--- config.mk ---
export PLATFORM = sky130hd
export DESIGN_NAME = timer_io_control_decode
export DESIGN_NICKNAME = d
export VERILOG_FILES = /design/src/rtl/timer_io_pkg.sv /design/src/rtl/timer_io_control_decode.sv /design/src/rtl/timer_pin_unit.sv
export SDC_FILE = /design/constraint.sdc
export NUM_CORES = 1
export LEC_CHECK = 0
export BUFFER_PORTS_ARGS = -buffer_cell sky130_fd_sc_hd__clkbuf_2
export CAP_MARGIN = 10
export CELL_PAD_IN_SITES_DETAIL_PLACEMENT = 1
export CELL_PAD_IN_SITES_GLOBAL_PLACEMENT = 1
export CORE_MARGIN = 2
export CORE_UTILIZATION = 46
export DETAILED_ROUTE_END_ITERATION = 6
export GPL_TIMING_DRIVEN = 0
export PLACE_DENSITY = 0.88
export SETUP_SLACK_MARGIN = 0.05
export SYNTH_ARGS = -nofsm -noshare
export SYNTH_HDL_FRONTEND = slang
export SYNTH_HIERARCHICAL = 1
export SYNTH_SLANG_ARGS = --single-unit
--- constraint.sdc ---
create_clock -name core_clk -period 4.2 [get_ports core_clk]
set_input_delay 0.42 -clock core_clk [delete_from_list [all_inputs] [get_ports core_clk]]
set_output_delay 0.42 -clock core_clk [all_outputs]
set_load 0.01 [all_outputs]
--- src/rtl/timer_io_pkg.sv ---
package timer_io_pkg;

   // Block geometry
   localparam int unsigned NUM_GR    = 8;   // General registers handled
   localparam int unsigned NUM_PIN   = 7;   // Timer pins handled
   localparam int unsigned NUM_CH    = 3;   // Timer channels
   localparam int unsigned FIELD_W   = 4;   // Width of one pin control field
   localparam int unsigned REG_W     = 8;   // Width of one pin control register
   localparam int unsigned WB_ADR_W  = 8;   // Byte address width on the bus
   localparam int unsigned WB_DAT_W  = 32;  // Bus data width

   // Register byte offsets
   localparam logic [7:0] OFS_CH0_HIGH    = 8'h00;
   localparam logic [7:0] OFS_CH0_LOW     = 8'h04;
   localparam logic [7:0] OFS_CH1         = 8'h08;
   localparam logic [7:0] OFS_CH2         = 8'h0c;
   localparam logic [7:0] OFS_PIN_STATUS  = 8'h10;
   localparam logic [7:0] OFS_EVENT_FLAGS = 8'h14;

   // Field positions inside a pin control register
   localparam int unsigned FIELD_LO_POS = 0;  // Register A or C
   localparam int unsigned FIELD_HI_POS = 4;  // Register B or D

   // Field positions inside the status words
   localparam int unsigned STAT_OUT_POS   = 8;   // Driven levels
   localparam int unsigned STAT_OE_POS    = 16;  // Output enables, active low
   localparam int unsigned FLAG_MATCH_POS = 8;   // Compare match flags

   // Values after reset
   localparam logic [7:0] PIN_CTRL_RESET = 8'h00;
   localparam logic [7:0] FLAGS_RESET    = 8'h00;

   // General register indices
   localparam int unsigned GR_A0 = 0;
   localparam int unsigned GR_B0 = 1;
   localparam int unsigned GR_C0 = 2;
   localparam int unsigned GR_D0 = 3;
   localparam int unsigned GR_A1 = 4;
   localparam int unsigned GR_B1 = 5;
   localparam int unsigned GR_A2 = 6;
   localparam int unsigned GR_B2 = 7;

   // Owning general register and channel of each pin
   localparam int unsigned PIN_GR [NUM_PIN] = '{0, 1, 3, 4, 5, 6, 7};
   localparam int unsigned PIN_CH [NUM_PIN] = '{0, 0, 0, 1, 1, 2, 2};

   typedef logic [FIELD_W-1:0] field_t;

   // Field codes that drive a pin from compare matches
   function automatic logic out_enabled(input field_t f);
      return (f[3] == 1'b0) && (f[1:0] != 2'b00);
   endfunction : out_enabled

   // Field codes that capture: 1000, 1001, 101x
   function automatic logic capture_hit(input field_t f,
                                        input logic rise,
                                        input logic fall);
      if (f[3:2] != 2'b10) begin
         return 1'b0;
      end
      if (f[1]) begin
         return rise | fall;
      end
      return f[0] ? fall : rise;
   endfunction : capture_hit

   // Pin level after a compare match
   function automatic logic match_level(input field_t f, input logic cur);
      unique case (f[1:0])
         2'b01:   return 1'b0;
         2'b10:   return 1'b1;
         2'b11:   return ~cur;
         default: return cur;
      endcase
   endfunction : match_level

endpackage : timer_io_pkg

--- src/rtl/timer_io_control_decode.sv ---
// The register offsets and the Wishbone register port were decided locally.
`timescale 1ns/1ps
`default_nettype none
module timer_io_control_decode
   import timer_io_pkg::*;
(
   input  wire logic                core_clk,          // Timer clock, 10 MHz
   input  wire logic                nrst,              // Async reset, low
   input  wire logic                clk_en,            // Freezes state
   // Classic Wishbone slave
   input  wire logic                wb_cyc_i,          // Bus cycle
   input  wire logic                wb_stb_i,          // Strobe
   input  wire logic                wb_we_i,           // Write enable
   input  wire logic [WB_ADR_W-1:0] wb_adr_i,          // Byte address
   input  wire logic [3:0]          wb_sel_i,          // Byte lanes
   input  wire logic [WB_DAT_W-1:0] wb_dat_i,          // Write data
   output logic      [WB_DAT_W-1:0] wb_dat_o,          // Read data
   output logic                     wb_ack_o,          // Acknowledge
   // Surrounding timer
   input  wire logic [NUM_CH-1:0]   counter_start_bit, // Counter running
   input  wire logic [NUM_CH-1:0]   pwm2_mode,         // Second PWM mode
   input  wire logic [NUM_CH-1:0]   counter_clear,     // Clear pulse
   input  wire logic                buffer_a_select,   // C buffers A
   input  wire logic                buffer_b_select,   // D buffers B
   input  wire logic [NUM_GR-1:0]   compare_match,     // Match pulses
   output logic      [NUM_GR-1:0]   capture_strobe,    // Capture pulses
   output logic      [NUM_GR-1:0]   compare_enabled,   // Compare role on
   // Timer pins
   input  wire logic [NUM_PIN-1:0]  pin_in,            // Pin levels
   output logic      [NUM_PIN-1:0]  pin_out,           // Driven levels
   output logic      [NUM_PIN-1:0]  pin_oe_n           // Low while driving
);

   // Register state of the block, apart from the flip-flops of the pin units
   typedef struct packed {
      logic [REG_W-1:0]    ch0_pin_ctrl_high;
      logic [REG_W-1:0]    ch0_pin_ctrl_low;
      logic [REG_W-1:0]    ch1_pin_ctrl;
      logic [REG_W-1:0]    ch2_pin_ctrl;
      logic [NUM_GR-1:0]   capture_flags;
      logic [NUM_GR-1:0]   match_flags;
      logic                ack;
      logic [WB_DAT_W-1:0] rdata;
   } state_s;

   state_s q;
   state_s d;

   field_t            field     [NUM_GR];
   field_t            alt_field [NUM_PIN];
   logic [NUM_GR-1:0] cap_evt;
   logic [NUM_GR-1:0] match_evt;
   logic [NUM_PIN-1:0] pin_level;
   logic [NUM_PIN-1:0] own_cap;
   logic [NUM_PIN-1:0] alt_cap;
   logic              access;
   logic              wr_lane0;
   logic              wr_hit;
   logic [WB_DAT_W-1:0] rd_word;

   // Field split of the control registers
   always_comb begin
      field[GR_A0] = q.ch0_pin_ctrl_high[FIELD_LO_POS +: FIELD_W];
      field[GR_B0] = q.ch0_pin_ctrl_high[FIELD_HI_POS +: FIELD_W];
      field[GR_A1] = q.ch1_pin_ctrl[FIELD_LO_POS +: FIELD_W];
      field[GR_B1] = q.ch1_pin_ctrl[FIELD_HI_POS +: FIELD_W];
      field[GR_A2] = q.ch2_pin_ctrl[FIELD_LO_POS +: FIELD_W];
      field[GR_B2] = q.ch2_pin_ctrl[FIELD_HI_POS +: FIELD_W];
      field[GR_C0] = q.ch0_pin_ctrl_low[FIELD_LO_POS +: FIELD_W];
      field[GR_D0] = q.ch0_pin_ctrl_low[FIELD_HI_POS +: FIELD_W];
      // A buffering C or D register loses its role
      if (buffer_a_select) begin
         field[GR_C0] = '0;
      end
      if (buffer_b_select) begin
         field[GR_D0] = '0;
      end
   end

   // Register C shares the first pin of channel 0
   always_comb begin
      for (int p = 0; p < NUM_PIN; p++) begin
         alt_field[p] = '0;
      end
      alt_field[0] = field[GR_C0];
   end

   // One pin unit per timer pin
   for (genvar p = 0; p < NUM_PIN; p++) begin : g_pin
      localparam int unsigned GR = PIN_GR[p];
      localparam int unsigned CH = PIN_CH[p];
      timer_pin_unit u_pin (
         .core_clk    (core_clk),
         .nrst        (nrst),
         .clk_en      (clk_en),
         .field       (field[GR]),
         .match       (compare_match[GR]),
         .alt_field   (alt_field[p]),
         .alt_match   ((p == 0) ? compare_match[GR_C0] : 1'b0),
         .running     (counter_start_bit[CH]),
         .pwm2        (pwm2_mode[CH]),
         .cnt_clear   (counter_clear[CH]),
         .pin_in      (pin_in[p]),
         .pin_out     (pin_out[p]),
         .pin_oe_n    (pin_oe_n[p]),
         .pin_level   (pin_level[p]),
         .capture     (own_cap[p]),
         .alt_capture (alt_cap[p])
      );
   end

   // Capture strobes gathered per general register
   always_comb begin
      cap_evt = '0;
      for (int p = 0; p < NUM_PIN; p++) begin
         cap_evt[PIN_GR[p]] = own_cap[p];
      end
      cap_evt[GR_C0] = alt_cap[0];
   end

   // Compare matches that the fields act on
   always_comb begin
      for (int g = 0; g < NUM_GR; g++) begin
         compare_enabled[g] = out_enabled(field[g]);
         match_evt[g]       = compare_match[g] & compare_enabled[g];
      end
   end

   assign capture_strobe = cap_evt;

   // Bus access decode; a write lands at the edge where ack is seen
   assign access   = wb_cyc_i & wb_stb_i & ~q.ack;
   assign wr_hit   = wb_cyc_i & wb_stb_i & wb_we_i & q.ack;
   assign wr_lane0 = wr_hit & wb_sel_i[0];

   // Read multiplexer; unmapped addresses read as zero
   always_comb begin
      rd_word = '0;
      unique case (wb_adr_i)
         OFS_CH0_HIGH: rd_word[REG_W-1:0] = q.ch0_pin_ctrl_high;
         OFS_CH0_LOW:  rd_word[REG_W-1:0] = q.ch0_pin_ctrl_low;
         OFS_CH1:      rd_word[REG_W-1:0] = q.ch1_pin_ctrl;
         OFS_CH2:      rd_word[REG_W-1:0] = q.ch2_pin_ctrl;
         OFS_PIN_STATUS: begin
            rd_word[NUM_PIN-1:0]                   = pin_level;
            rd_word[STAT_OUT_POS +: NUM_PIN]       = pin_out;
            rd_word[STAT_OE_POS +: NUM_PIN]        = pin_oe_n;
         end
         OFS_EVENT_FLAGS: begin
            rd_word[NUM_GR-1:0]                    = q.capture_flags;
            rd_word[FLAG_MATCH_POS +: NUM_GR]      = q.match_flags;
         end
         default: rd_word = '0;
      endcase
   end

   // Next state of registers, flags and bus answer
   always_comb begin
      d       = q;
      d.ack   = access;
      d.rdata = access ? rd_word : q.rdata;
      if (wr_lane0) begin
         unique case (wb_adr_i)
            OFS_CH0_HIGH: d.ch0_pin_ctrl_high = wb_dat_i[REG_W-1:0];
            OFS_CH0_LOW:  d.ch0_pin_ctrl_low  = wb_dat_i[REG_W-1:0];
            OFS_CH1:      d.ch1_pin_ctrl      = wb_dat_i[REG_W-1:0];
            OFS_CH2:      d.ch2_pin_ctrl      = wb_dat_i[REG_W-1:0];
            default: ;
         endcase
      end
      // Write one to clear, a new event wins over the clear
      if (wr_hit && (wb_adr_i == OFS_EVENT_FLAGS)) begin
         if (wb_sel_i[0]) begin
            d.capture_flags = q.capture_flags & ~wb_dat_i[NUM_GR-1:0];
         end
         if (wb_sel_i[1]) begin
            d.match_flags =
               q.match_flags & ~wb_dat_i[FLAG_MATCH_POS +: NUM_GR];
         end
      end
      d.capture_flags = d.capture_flags | cap_evt;
      d.match_flags   = d.match_flags | match_evt;
   end

   // State register
   always_ff @(posedge core_clk or negedge nrst) begin
      if (!nrst) begin
         q.ch0_pin_ctrl_high <= PIN_CTRL_RESET;
         q.ch0_pin_ctrl_low  <= PIN_CTRL_RESET;
         q.ch1_pin_ctrl      <= PIN_CTRL_RESET;
         q.ch2_pin_ctrl      <= PIN_CTRL_RESET;
         q.capture_flags     <= FLAGS_RESET;
         q.match_flags       <= FLAGS_RESET;
         q.ack               <= 1'b0;
         q.rdata             <= '0;
      end else if (clk_en) begin
         q <= d;
      end
   end

   // Bus outputs straight from flip-flops
   assign wb_dat_o = q.rdata;
   assign wb_ack_o = q.ack;

endmodule : timer_io_control_decode
`default_nettype wire

--- src/rtl/timer_pin_unit.sv ---
`timescale 1ns/1ps
`default_nettype none
module timer_pin_unit
   import timer_io_pkg::*;
(
   input  wire logic   core_clk,    // Timer clock
   input  wire logic   nrst,        // Async reset, active low
   input  wire logic   clk_en,      // Freezes all state while low
   input  wire field_t field,       // Field of the owning register
   input  wire logic   match,       // Compare match of the owning register
   input  wire field_t alt_field,   // Field of a register sharing the pin
   input  wire logic   alt_match,   // Compare match of the sharing register
   input  wire logic   running,     // Channel counter start bit
   input  wire logic   pwm2,        // Channel in second pulse-width mode
   input  wire logic   cnt_clear,   // Counter cleared to zero, pulse
   input  wire logic   pin_in,      // Pin level, asynchronous
   output logic        pin_out,     // Driven pin level
   output logic        pin_oe_n,    // Output enable, low while driving
   output logic        pin_level,   // Synchronised pin level
   output logic        capture,     // Capture strobe of owning register
   output logic        alt_capture  // Capture strobe of sharing register
);

   typedef struct packed {
      logic sync1;
      logic sync2;
      logic prev;
      logic out_lvl;
      logic oe_n;
      logic cap;
      logic alt_cap;
   } unit_s;

   unit_s q;
   unit_s d;
   logic  rise;
   logic  fall;
   logic  own_en;
   logic  alt_en;
   logic  init_lvl;

   // Edge detection on the second synchroniser stage only
   assign rise     = q.sync2 & ~q.prev;
   assign fall     = ~q.sync2 & q.prev;
   assign own_en   = out_enabled(field);
   assign alt_en   = out_enabled(alt_field);
   assign init_lvl = own_en ? field[2] : alt_field[2];

   // Next state of the pin
   always_comb begin
      d       = q;
      d.sync1 = pin_in;
      d.sync2 = q.sync1;
      d.prev  = q.sync2;
      d.oe_n  = ~(own_en | alt_en);
      if (!running) begin
         d.out_lvl = init_lvl;
      end else if (pwm2 && cnt_clear) begin
         d.out_lvl = init_lvl;
      end else if (match && own_en) begin
         d.out_lvl = match_level(field, q.out_lvl);
      end else if (alt_match && alt_en) begin
         d.out_lvl = match_level(alt_field, q.out_lvl);
      end
      d.cap     = capture_hit(field, rise, fall);
      d.alt_cap = capture_hit(alt_field, rise, fall);
   end

   // State register
   always_ff @(posedge core_clk or negedge nrst) begin
      if (!nrst) begin
         q <= '{oe_n: 1'b1, default: 1'b0};
      end else if (clk_en) begin
         q <= d;
      end
   end

   assign pin_out     = q.out_lvl;
   assign pin_oe_n    = q.oe_n;
   assign pin_level   = q.sync2;
   assign capture     = q.cap;
   assign alt_capture = q.alt_cap;

endmodule : timer_pin_unit
`default_nettype wire

== Word level (Yosys, flattened, before mapping) ==
Index checks and enable logic that the tools add are counted.
Widths: inputs -> output; s select.

* Flip-flop bits (word level): 115
* Latch bits: 0
* Bits in writable memories: 0
* Bits in read-only memories: 0
* Output and inout bits: 63
* Memories: 0

* Add/subtract/negate cells: 0
* Multipliers: 0
* Divide/modulo/power cells: 0
* Order comparisons: 0
* Equal/unequal tests: 52
* Shifts and indexed selects: 0
* Multiplexer cells: 111
* Bitwise gates (word level): 78
* Reduce and logical (&&, ||, !) cells: 41

{| class="wikitable"
|+ Operators by type and width
! kind !! count
|-
| $mux 1 || 94
|-
| $pmux 7 s6 || 1
|-
| $not 1->1 || 37
|-
| $eq 2x2->1 const B || 16
|-
| $ne 5x1->1 const B || 6
|-
| $reduce_and 3->1 || 10
|-
| $and 1x1->1 || 27
|-
| $pmux 1 s3 || 8
|-
| $logic_and 1x1->1 || 20
|-
| $ne 3x1->1 const B || 6
|-
| $and 8x8->8 || 2
|-
| $eq 2x1->1 const B || 8
|-
| $eq 8x4->1 const B || 2
|-
| $eq 8x5->1 const B || 2
|-
| $mux 16 || 1
|-
| $mux 8 || 2
|-
| $ne 2x2->1 const B || 8
|-
| $not 8->8 || 2
|-
| $or 8x8->8 || 2
|-
| $reduce_bool 2->1 || 8
|-
| $pmux 7 s2 || 1
|-
| $eq 8x3->1 const B || 1
|-
| $logic_not 8->1 || 1
|-
| $mux 4 || 2
|-
| other kinds (8) || 15
|}

== Longest topological paths before layout ==
Gate-level depths: netlist (run 1).

* Word-level depth: 8
* Depth in mapped cells: 6

== Cells and area by module ==
Netlist (run 1), hierarchy kept.

{| class="wikitable"
|+ By module, submodules not included
! module !! instances !! cells each !! area each (µm²)
|-
| timer_io_control_decode || 1 || 344 || 3865.0
|-
| timer_pin_unit || 7 || 48 || 435.4
|}

== Worst setup path before layout (run 1) ==
Ideal clock, no wire load.

* Kind: input -> register
* Start: input wb_adr_i[4]
* End: register q, in the netlist field[0]
* Arrival: 1978 ps
* Required time: 4075 ps
* Slack: 2097 ps
* Stages on the path: 5
* Buffers on the path: 2
* Cells stage by stage: buf_6 or4_4 buf_6 nor4_4 mux2_2

* Cells in the longest elaborated chain, start to end: 2

{| class="wikitable"
|+ Ends and longest elaborated chain
! element !! RTL line !! text
|-
| from (decl) || timer_io_control_decode.sv:14 || <nowiki>input wire logic [WB_ADR_W-1:0] wb_adr_i,</nowiki>
|-
| $eq 8x4->1 || timer_io_control_decode.sv:163 || <nowiki>unique case (wb_adr_i)</nowiki>
|-
| $reduce_and 3->1 (no line) || -- ||
|-
| to (decl) || timer_io_control_decode.sv:46 || <nowiki>state_s q;</nowiki>
|}

Every way passes these cells.
A chain may end at the register's enable or synchronous reset.

== Final worst setup path (run 1) ==
* Start: input clk_en
* End: register q, in the netlist wb_dat_o[21]

* Cells in the longest elaborated chain, start to end: 1

{| class="wikitable"
|+ Ends and longest elaborated chain
! element !! RTL line !! text
|-
| from (decl) || timer_io_control_decode.sv:9 || <nowiki>input wire logic clk_en,</nowiki>
|-
| $reduce_and 2->1 (no line) || -- ||
|}

Every way passes these cells.

==> summary.md, run 1 <==
| Metric | Value |
|---|---|
| I/O pin count | `139` |
| # rows | `43` |
| Clock share of power | `0.467` |
| Leakage | `3.901 nW` |
| Hold-fix buffers, CTS | `0` |
| CTS sink cnt | `115` |
| Dpl cell area | `7523 um^2` |
| Worst-skew pair later-pin latency | `0.42 ns` |
| Post-Syn Area per Cell | `10.26 um^2` |
| Post_cts resized | `0` |
| Maximum vdd drop | `0.2905 mV` |
| CP bufs+invs | `4` |
| Final setup fails | `0` |
| Drt pass-1 iters | `4` |
| Initial DRC Count | `410` |
| Gr ovfl total | `0` |
| Initial antenna violation count | `0` |
| GPL Wtd Cong | `0.8780` |
| Period utilization | `0.6965` |
| Seq pwr share | `0.416` |
| HPWL reported at the end of detailed placement | `15440 um` |
| Global-route wire length before repair | `34660 um` |
| Psw | `767.3 uW` |
| Status | `completed` |
| Max Cap Viol | `0` |
| Max Buffers Root-to-Sink | `2` |
| DRC Markers | `0` |
| HP Class | `in2async` |
| Clock transition at the registers of the reported paths | `0.05 ns` |
| GRT Total Usage | `0.3081` |
| Largest net degree at the start of global routing | `116` |
| Remaining antenna violation count | `0` |
| Vias in the first global route | `6418` |
| CP delay by family, top | `buffers and inverters` |
| Tightest Pin Transition | `0.9645 ns` |
| Gate Count Post-Synth | `638` |
| Synth-to-Final Area Change | `23.34%` |
| Post-Route WL | `22140 um` |
| PD cells | `363.4 nW/um^2` |
| Clock skew | `0.009496 ns` |
| CTS Root Buffer Type | `clkbuf_16` |
| Die H | `123.3 um` |
| Design area | `8073 um^2` |
| Startpoint Class | `input port` |
| H-tree levels | `4` |
| Slowest stage cell, crit path | `clkbuf_1` |
| Combinational Power Share | `0.118` |
| Pint | `2.167 mW` |
| Most frequent CP cell | `clkbuf_1` |
| Core ar. | `13880 um^2` |
| CP arrival | `3.23 ns` |
| Worst Path Required | `4.50 ns` |
| Total CTS buffers | `17` |
| Critical path, cell by cell | `clkbuf_2 -> clkbuf_1 -> nand4b_1 -> clkbuf_1 -> clkbuf_1 -> a22o_1` |
| Final-layout fill cell count | `1586` |
| Unrepaired setup endpoints after global routing | `no` |
| Via count | `5889` |
| Final min period | `2.925 ns` |
| Setup ws final | `1.275 ns` |
| Worst R2R Setup Slack | `1.82 ns` |
| Antenna Cells | `0` |
| Die footprint | `15200 um^2` |
| Setup TNS | `0 ns` |
| Tot Pwr | `2.934 mW` |
| Final hold violations | `0` |
| Synthesized area | `6545 um^2` |
| Post-CTS setup buffer count | `0` |
| Fmax | `341.8 MHz` |
| Setup crit end kind | `flip-flop` |
| CTS tree | `yes` |
| Die X | `123.3 um` |
| Switching share of power | `0.2615` |
| Place WS | `0.9316 ns` |
| Initial Utilization | `0.4715` |
| Nets | `907` |
| Warnings, synthesis | `6` |
| Layout cells sized above 1 | `0.2967` |
| Via density | `5.836` |
| Slew headroom | `0.3570` |
| Max Slew Vio Count | `0` |
| Worst-path maximum fanout | `25` |
| Crit Path Class | `in2reg` |
| I/O Buffers | `109` |
| Wire per inst | `21.94 um` |
| Critical Path Max Stage Delay | `0.73 ns` |
| Worst hold slack | `0.08627 ns` |
-- worst paths after layout --
kind                       depth (start not counted)                                  end                                 from
hold reg to reg                                    2  g_pin[1].u_pin/pin_oe_n$_DFFE_PN1P_  g_pin[1].u_pin/pin_oe_n$_DFFE_PN1P_
setup reg to reg                                   4                    q[70]$_DFFE_PN0P_                 wb_ack_o$_DFFE_PN0P_
hold / removal                                     1   g_pin[1].u_pin/capture$_DFFE_PN0P_                                 nrst
max in group asynchronous                          1              wb_dat_o[0]$_DFFE_PN0P_                                 nrst
min in group core_clk                              2      g_pin[4].u_pin/d[5]$_DFFE_PN0P_                            pin_in[4]
setup / recovery                                   6             wb_dat_o[21]$_DFFE_PN0P_                               clk_en
-- cells in the final DEF (no fill, tap or decap), drive strengths merged, types with 3 or more instances in the layout --
cell type,count
or2,7
mux2,48
clkinv,4
nor2b,8
o2bb2ai,7
ha,14
a22o,15
mux2i,30
nand2b,8
nand4,14
mux4,3
o221ai,7
conb,51
a21oi,7
o21ai,45
nand3,10
o22a,4
o32ai,16
a41oi,7
dfstp,7
or4,15
a21boi,7
nor4,5
o211ai,15
o21bai,16
nor2,22
clkbuf,153
inv,52
dfrtp,108
a21o,8
nand2,62
buf,43
-- area by class of cell --
class	count	area, um^2	share of cell area
Inverter	52	195.2	0.02418
Tap cell	180	225.2	0.02790
Clock buffer	26	499.2	0.06184
Buffer	60	367.9	0.04557
Clock inverter	5	50.05	0.006200
Sequential cell	115	2887	0.3576
Timing Repair Buffer	110	565.5	0.07006
Multi-Input combinational cell	461	3283	0.4067
-- power groups by stage --
stage          clock network (mW)  registers (mW)  logic, mW
2_1_floorplan                   0            1.22      0.179
3_3_place_gp                    0            1.23      0.304
3_5_place_dp                    0            1.24      0.327
4_1_cts                      1.38            1.22      0.341
5_1_grt                      1.43            1.23      0.380
6_report                     1.37            1.22      0.345
-- sequential cells by signal (all words and copies together), names as in the netlist --
| register | count |
|---|---|
| field | 24 |
| q | 24 |
| wb_dat_o | 23 |
| g_pin.u_pin/capture | 7 |
| g_pin.u_pin/d | 7 |
| g_pin.u_pin/pin_level | 7 |
| g_pin.u_pin/pin_oe_n | 7 |
| g_pin.u_pin/pin_out | 7 |
| g_pin.u_pin/q | 7 |
| g_pin.u_pin/alt_capture | 1 |
| wb_ack_o | 1 |
-- metrics by stage --
step,std cells,utilization
after detailed placement,978,0.5420
after global routing,1009,0.5816
after floorplan,688,-
after CTS,1009,0.5816
after global placement,977,0.5406
final,1009,0.5816
-- metal layers --
metal / vias to the layer above / track usage / wire length [um]
met5: - / 0 / 0
met4: 0 / 0.1413 / 667
met3: 62 / 0.06688 / 1408
met2: 262 / 0.5299 / 11320
met1: 2968 / 0.3681 / 8740
li1: 2597 / - / -
Power figures use the tool's default switching activity.
==> run 2: changes to the inputs <==
--- a/config.mk
+++ b/config.mk
@@ -10,10 +10,10 @@
 export CELL_PAD_IN_SITES_DETAIL_PLACEMENT = 1
 export CELL_PAD_IN_SITES_GLOBAL_PLACEMENT = 1
 export CORE_MARGIN = 2
-export CORE_UTILIZATION = 46
+export CORE_UTILIZATION = 43
 export DETAILED_ROUTE_END_ITERATION = 6
 export GPL_TIMING_DRIVEN = 0
-export PLACE_DENSITY = 0.88
+export PLACE_DENSITY = 0.83
 export SETUP_SLACK_MARGIN = 0.05
 export SYNTH_ARGS = -nofsm -noshare
 export SYNTH_HDL_FRONTEND = slang
==> constraint.sdc (replaced) <==
create_clock -name core_clk -period 2.8 [get_ports core_clk]
set_input_delay 0.28 -clock core_clk [delete_from_list [all_inputs] [get_ports core_clk]]
set_output_delay 0.28 -clock core_clk [all_outputs]
set_load 0.01 [all_outputs]
==> run 2 against run 1 <==
Net effect: sequential share of layout area fell by 0.62 points; final area up 1.8%; critical path type unchanged; critical path depth grew 1; non-clock buffer count grew 2; count of clock-buffer cells in the layout fell by 4; power is 60% higher; register-to-register slack lost 1.4 ns; setup slack worse by 1.1 ns; die area increased by 6.8%; final cell count increased by 1.1%.
==> summary.md, run 2 (synthesis gave the netlist of run 1 again) <==
| Metric | Value |
|---|---|
| Gr ovfl total | `0` |
| Worst-path maximum fanout | `25` |
| Most frequent cells in the layout | `109 x clkbuf_2, 108 x dfrtp_1, 62 x nand2_1` |
| Layout cells sized above 1 | `0.3041` |
| Core ar. | `15030 um^2` |
| Slew headroom | `0.4622` |
| Post-CTS setup buffer count | `0` |
| Vias in the first global route | `6123` |
| CP delay by family, top | `buffers and inverters` |
| Met2 WL post-DR | `10520 um` |
| Nets | `909` |
| GRT Total Usage | `0.2753` |
| Die X | `127.4 um` |
| Max Slew Vio Count | `0` |
| Final-layout fill cell count | `1691` |
| HP Class | `in2reg` |
| Metal1 wirelength | `8973 um` |
| Maximum vdd drop | `0.4489 mV` |
| # rows | `45` |
| Critical path, cell by cell | `clkbuf_2 -> clkbuf_2 -> nand4b_1 -> clkbuf_1 -> clkbuf_1 -> nand2_1 -> o211ai_1` |
| Clock transition at the registers of the reported paths | `0.05 ns` |
| DR top layer | `met4` |
| PD cells | `572.4 nW/um^2` |
| Tightest Pin Transition | `0.8067 ns` |
| Final hold violations | `0` |
| Drt pass-1 iters | `4` |
| Initial Utilization | `0.4354` |
| Global-route wire length before repair | `33740 um` |
| Worst Path Required | `3.13 ns` |
| I/O Buffers | `109` |
| Tot Pwr | `4.701 mW` |
| CP arrival | `2.97 ns` |
| Synth-to-Final Area Change | `25.50%` |
| Startpoint Class | `input port` |
| Clock skew | `0.005887 ns` |
| Leakage | `3.968 nW` |
| Critical Path Max Stage Delay | `0.57 ns` |
| Met3 WL | `1125 um` |
| Largest net degree at the start of global routing | `116` |
| DRC Markers | `0` |
| Initial antenna violation count | `0` |
| Wire per inst | `20.96 um` |
| Final min period | `2.632 ns` |
| Die footprint | `16220 um^2` |
| Final setup fails | `0` |
| CP bufs+invs | `4` |
| Crit Path Class | `in2reg` |
| Place WS | `-0.3233 ns` |
| GPL Wtd Cong | `0.8704` |
| Remaining antenna violation count | `0` |
| Post-Route WL | `21380 um` |
| Via density | `5.594` |
| HPWL reported at the end of detailed placement | `15140 um` |
| Die H | `127.4 um` |
| Via count | `5706` |
| CTS tree | `yes` |
| Status | `completed` |
| Setup crit end kind | `flip-flop` |
| Most common cell after layout, fill and taps aside | `clkbuf_2` |
| Fmax | `379.9 MHz` |
| Total CTS buffers | `17` |
| H-tree levels | `4` |
| I/O pin count | `139` |
| Period utilization | `0.9400` |
| Antenna Cells | `0` |
| Max Cap Viol | `0` |
| CTS sink cnt | `115` |
| CTS Root Buffer Type | `clkbuf_16` |
| Final Util | `0.5464` |
| Setup ws final | `0.1679 ns` |
| Worst-skew pair later-pin latency | `0.43 ns` |
| Initial DRC Count | `345` |
| Slowest stage cell, crit path | `clkbuf_1` |
| Unrepaired setup endpoints after global routing | `no` |
| Max Buffers Root-to-Sink | `2` |
[run 2: cell types whose count changed in the layout (fill, tap and decap cells not counted), sizes merged]
cell / previous run / this run
clkbuf: 153 / 149
clkinv: 4 / 5
clkinvlp: 0 / 1
buf: 43 / 44
dlygate4sd3: 0 / 1
bufinv: 1 / 4
[run 2: metal layers]
metal | vias to the layer above | track usage
met5 | - | 0
met4 | 0 | 0.1325
met3 | 57 | 0.06281
met2 | 192 | 0.4567
met1 | 2873 | 0.3405
li1 | 2584 | -
[run 2: per-stage QoR]
stage          instance area [um^2]  TNS (ns)  cells  hold WS, ns
2_1_floorplan                  6733         0    688     -0.01559
3_3_place_gp                   7513    -34.30    985       0.4629
3_5_place_dp                   7557    -6.542    987       0.4157
4_1_cts                        8214         0   1020      0.06607
5_1_grt                        8214         0   1020      0.07224
6_report                       8214         0   1020      0.08370
[run 2: path summary, 6_finish.rpt]
path / from / end / slack (ns) / cells past startpoint
worst min register to register: g_pin[1].u_pin/pin_oe_n$_DFFE_PN1P_ / g_pin[1].u_pin/pin_oe_n$_DFFE_PN1P_ / 0.48 / 2
worst min-delay path: pin_in[0] / g_pin[0].u_pin/d[5]$_DFFE_PN0P_ / 0.08 / 2
worst max-delay path: clk_en / wb_dat_o[1]$_DFFE_PN0P_ / 0.17 / 7
min in group asynchronous: nrst / wb_dat_o[17]$_DFFE_PN0P_ / 0.49 / 3
max in group asynchronous: nrst / g_pin[3].u_pin/q[4]$_DFFE_PN0P_ / 1.85 / 3
worst max register to register: wb_ack_o$_DFFE_PN0P_ / field[26]$_DFFE_PN0P_ / 0.47 / 4
[run 2: area by class of cell]
| type | count | area, um^2 | area share |
|---|---|---|---|
| Clock inverter | 10 | 152.6 | 0.01858 |
| Inverter | 52 | 195.2 | 0.02376 |
| Multi-Input combinational cell | 461 | 3292 | 0.4008 |
| Tap cell | 188 | 235.2 | 0.02864 |
| Sequential cell | 115 | 2887 | 0.3514 |
| Clock buffer | 22 | 484.2 | 0.05895 |
| Timing Repair Buffer | 112 | 599.3 | 0.07296 |
| Buffer | 60 | 369.1 | 0.04494 |
[run 2: where the power goes]
| part | switching (mW) | total (mW) | internal, mW | leakage [nW] |
|---|---|---|---|---|
| logic | 0.313 | 0.518 | 0.205 | 2.18 |
| registers | 0.0817 | 1.83 | 1.75 | 1.47 |
| clock network | 0.781 | 2.35 | 1.57 | 0.316 |
| total | 1.18 | 4.70 | 3.53 | 3.97 |
[run 2: what timing repair did]
item / in CTS / in global routing
hold endpoints to repair: 108 / 0
hold buffers: 1 / 0
endpoints found under the setup margin: 1 / 0
resized for setup: 2 / 0
==> run 3: changes to the inputs <==
--- a/config.mk
+++ b/config.mk
@@ -9,6 +9,7 @@
 export CAP_MARGIN = 10
 export CELL_PAD_IN_SITES_DETAIL_PLACEMENT = 1
 export CELL_PAD_IN_SITES_GLOBAL_PLACEMENT = 1
+export CORE_ASPECT_RATIO = 0.7
 export CORE_MARGIN = 2
 export CORE_UTILIZATION = 43
 export DETAILED_ROUTE_END_ITERATION = 6
==> run 3 against run 2 <==
Net effect: core utilization up 0.94 points; final area about the same; global-route usage is 0.76 points higher; sequential cell count did not move; setup slack lost 0.011 ns; non-clock buffer count stayed put; clock skew about the same; hold slack gained 0.0099 ns; critical path depth fell by 1; register-to-register slack lost 0.09 ns; die area is essentially flat.
==> summary.md, run 3 (synthesis gave the netlist of run 1 again) <==
| Metric | Value |
|---|---|
| Status | `completed` |
| Dpl cell area | `7566 um^2` |
| Global-route wire length before repair | `34240 um` |
| Critical Path Max Stage Delay | `0.60 ns` |
| DRC Markers | `0` |
| I/O pin count | `139` |
| Setup crit end kind | `flip-flop` |
| Most frequent cells in the layout | `110 x clkbuf_2, 108 x dfrtp_1, 62 x nand2_1` |
| CP delay by family, top | `buffers and inverters` |
| Die H | `107.2 um` |
| Initial antenna violation count | `0` |
| CP arrival | `2.89 ns` |
| Design area | `8208 um^2` |
| Post-CTS setup buffer count | `0` |
| Startpoint Class | `input port` |
| Die footprint | `16240 um^2` |
| PD cells | `572.3 nW/um^2` |
| Largest net degree at the start of global routing | `67` |
| Gr ovfl total | `0` |
| Worst Path Required | `3.04 ns` |
| GPL Wtd Cong | `0.8817` |
| Nets | `909` |
| Drt pass-1 iters | `5` |
| Layout cells sized above 1 | `0.3041` |
| Antenna Cells | `0` |
| Maximum vdd drop | `0.3261 mV` |
| Tightest Pin Transition | `0.9003 ns` |
| HP Class | `in2reg` |
| Tot Pwr | `4.698 mW` |
| Total CTS buffers | `17` |
| Max Cap Viol | `0` |
| HPWL reported at the end of detailed placement | `15810 um` |
| Max Slew Vio Count | `0` |
| Clock transition at the registers of the reported paths | `0.06 ns` |
| Initial DRC Count | `355` |
| Worst-path maximum fanout | `25` |
| CTS tree | `yes` |
| Period utilization | `0.9440` |
| Critical path, cell by cell | `clkbuf_2 -> clkbuf_2 -> nand4b_1 -> clkbuf_1 -> clkbuf_1 -> o21ai_0` |
| Wire per inst | `21.33 um` |
| Via count | `5836` |
| Worst-skew pair later-pin latency | `0.42 ns` |
| Initial Utilization | `0.4432` |
| R2r startpoint | `wb_ack_o$_DFFE_PN0P_` |
| Clock skew | `0.006263 ns` |
| Final setup fails | `0` |
| Slew headroom | `0.3944` |
| Fmax | `378.3 MHz` |
| Slowest stage cell, crit path | `clkbuf_1` |
| CP bufs+invs | `4` |
| CP Launch Point | `clk_en` |
| Hold Crit Start | `pin_in[0]` |
| Crit Path Class | `in2reg` |
| Synth-to-Final Area Change | `25.41%` |
| Final Instance Count excl. Fillers | `1027` |
| Final hold violations | `0` |
| Via density | `5.683` |
| I/O Buffers | `109` |
| CTS Root Buffer Type | `clkbuf_16` |
| GRT Total Usage | `0.2829` |
| H-tree levels | `4` |
| Die X | `151.5 um` |
| Placed Cells | `994` |
| Unrepaired setup endpoints after global routing | `no` |
| Worst hold slack | `0.09363 ns` |
| Post-Route WL | `21910 um` |
| Vias in the first global route | `6178` |
| # rows | `37` |
| Final min period | `2.643 ns` |
| Max Buffers Root-to-Sink | `2` |
| Most common cell after layout, fill and taps aside | `clkbuf_2` |
| Remaining antenna violation count | `0` |
| Leakage | `3.954 nW` |
| Core ar. | `14770 um^2` |
| CTS sink cnt | `115` |
-- run 3: cell types whose count changed in the layout (fill, tap and decap cells not counted) --
cell / before / now
nor4_2: 0 / 1
nor4_4: 5 / 4
clkinv_2: 5 / 4
clkbuf_2: 109 / 110
clkbuf_8: 5 / 4
clkinvlp_4: 1 / 2
-- run 3: final timing paths --
check,end,slack [ns],depth (start not counted)
worst max-delay path,wb_ack_o$_DFFE_PN0P_,0.16,6
worst max register to register,field[24]$_DFFE_PN0P_,0.38,4
max in group asynchronous,g_pin[0].u_pin/pin_oe_n$_DFFE_PN1P_,1.73,3
worst min-delay path,g_pin[0].u_pin/d[5]$_DFFE_PN0P_,0.09,2
min in group asynchronous,wb_dat_o[20]$_DFFE_PN0P_,0.37,2
worst min register to register,g_pin[3].u_pin/pin_oe_n$_DFFE_PN1P_,0.48,2
-- run 3: per-layer routing --
layer  routed length (um)  track usage
met5                    0            0
met4                  551       0.1015
met3                 1356      0.06255
met2                10460       0.4473
met1                 9541       0.3829
-- run 3: timing repair --
item / in CTS / in global routing
endpoints found under the setup margin: 1 / 18
hold buffers: 1 / 0
endpoints found under the hold margin: 45 / 0
gates resized for setup: 1 / 2
-- run 3: through the flow --
step                      TNS, ns  setup WS [ns]    util
after detailed placement   -8.549        -0.3664  0.5123
final                           0         0.1568  0.5558
after global placement     -33.73        -0.4418  0.5094
after global routing            0        0.09781  0.5558
after floorplan                 0         0.8371       -
after CTS                       0         0.1293  0.5557
-- run 3: layout make-up --
cell class,count,area (um^2)
timing repair buffer,112,599.3
multi-input combinational,461,3283
clock inverter,10,155.1
buffer,60,370.4
sequential,115,2887
tap,195,244.0
clock buffer,22,474.2
fill,1704,6560
inverter,52,195.2
-- run 3: where the power goes --
part	internal (mW)	switching [mW]	total, mW	leakage [nW]
clock network	1.55	0.804	2.36	0.306
logic	0.202	0.306	0.508	2.18
registers	1.75	0.0852	1.83	1.47
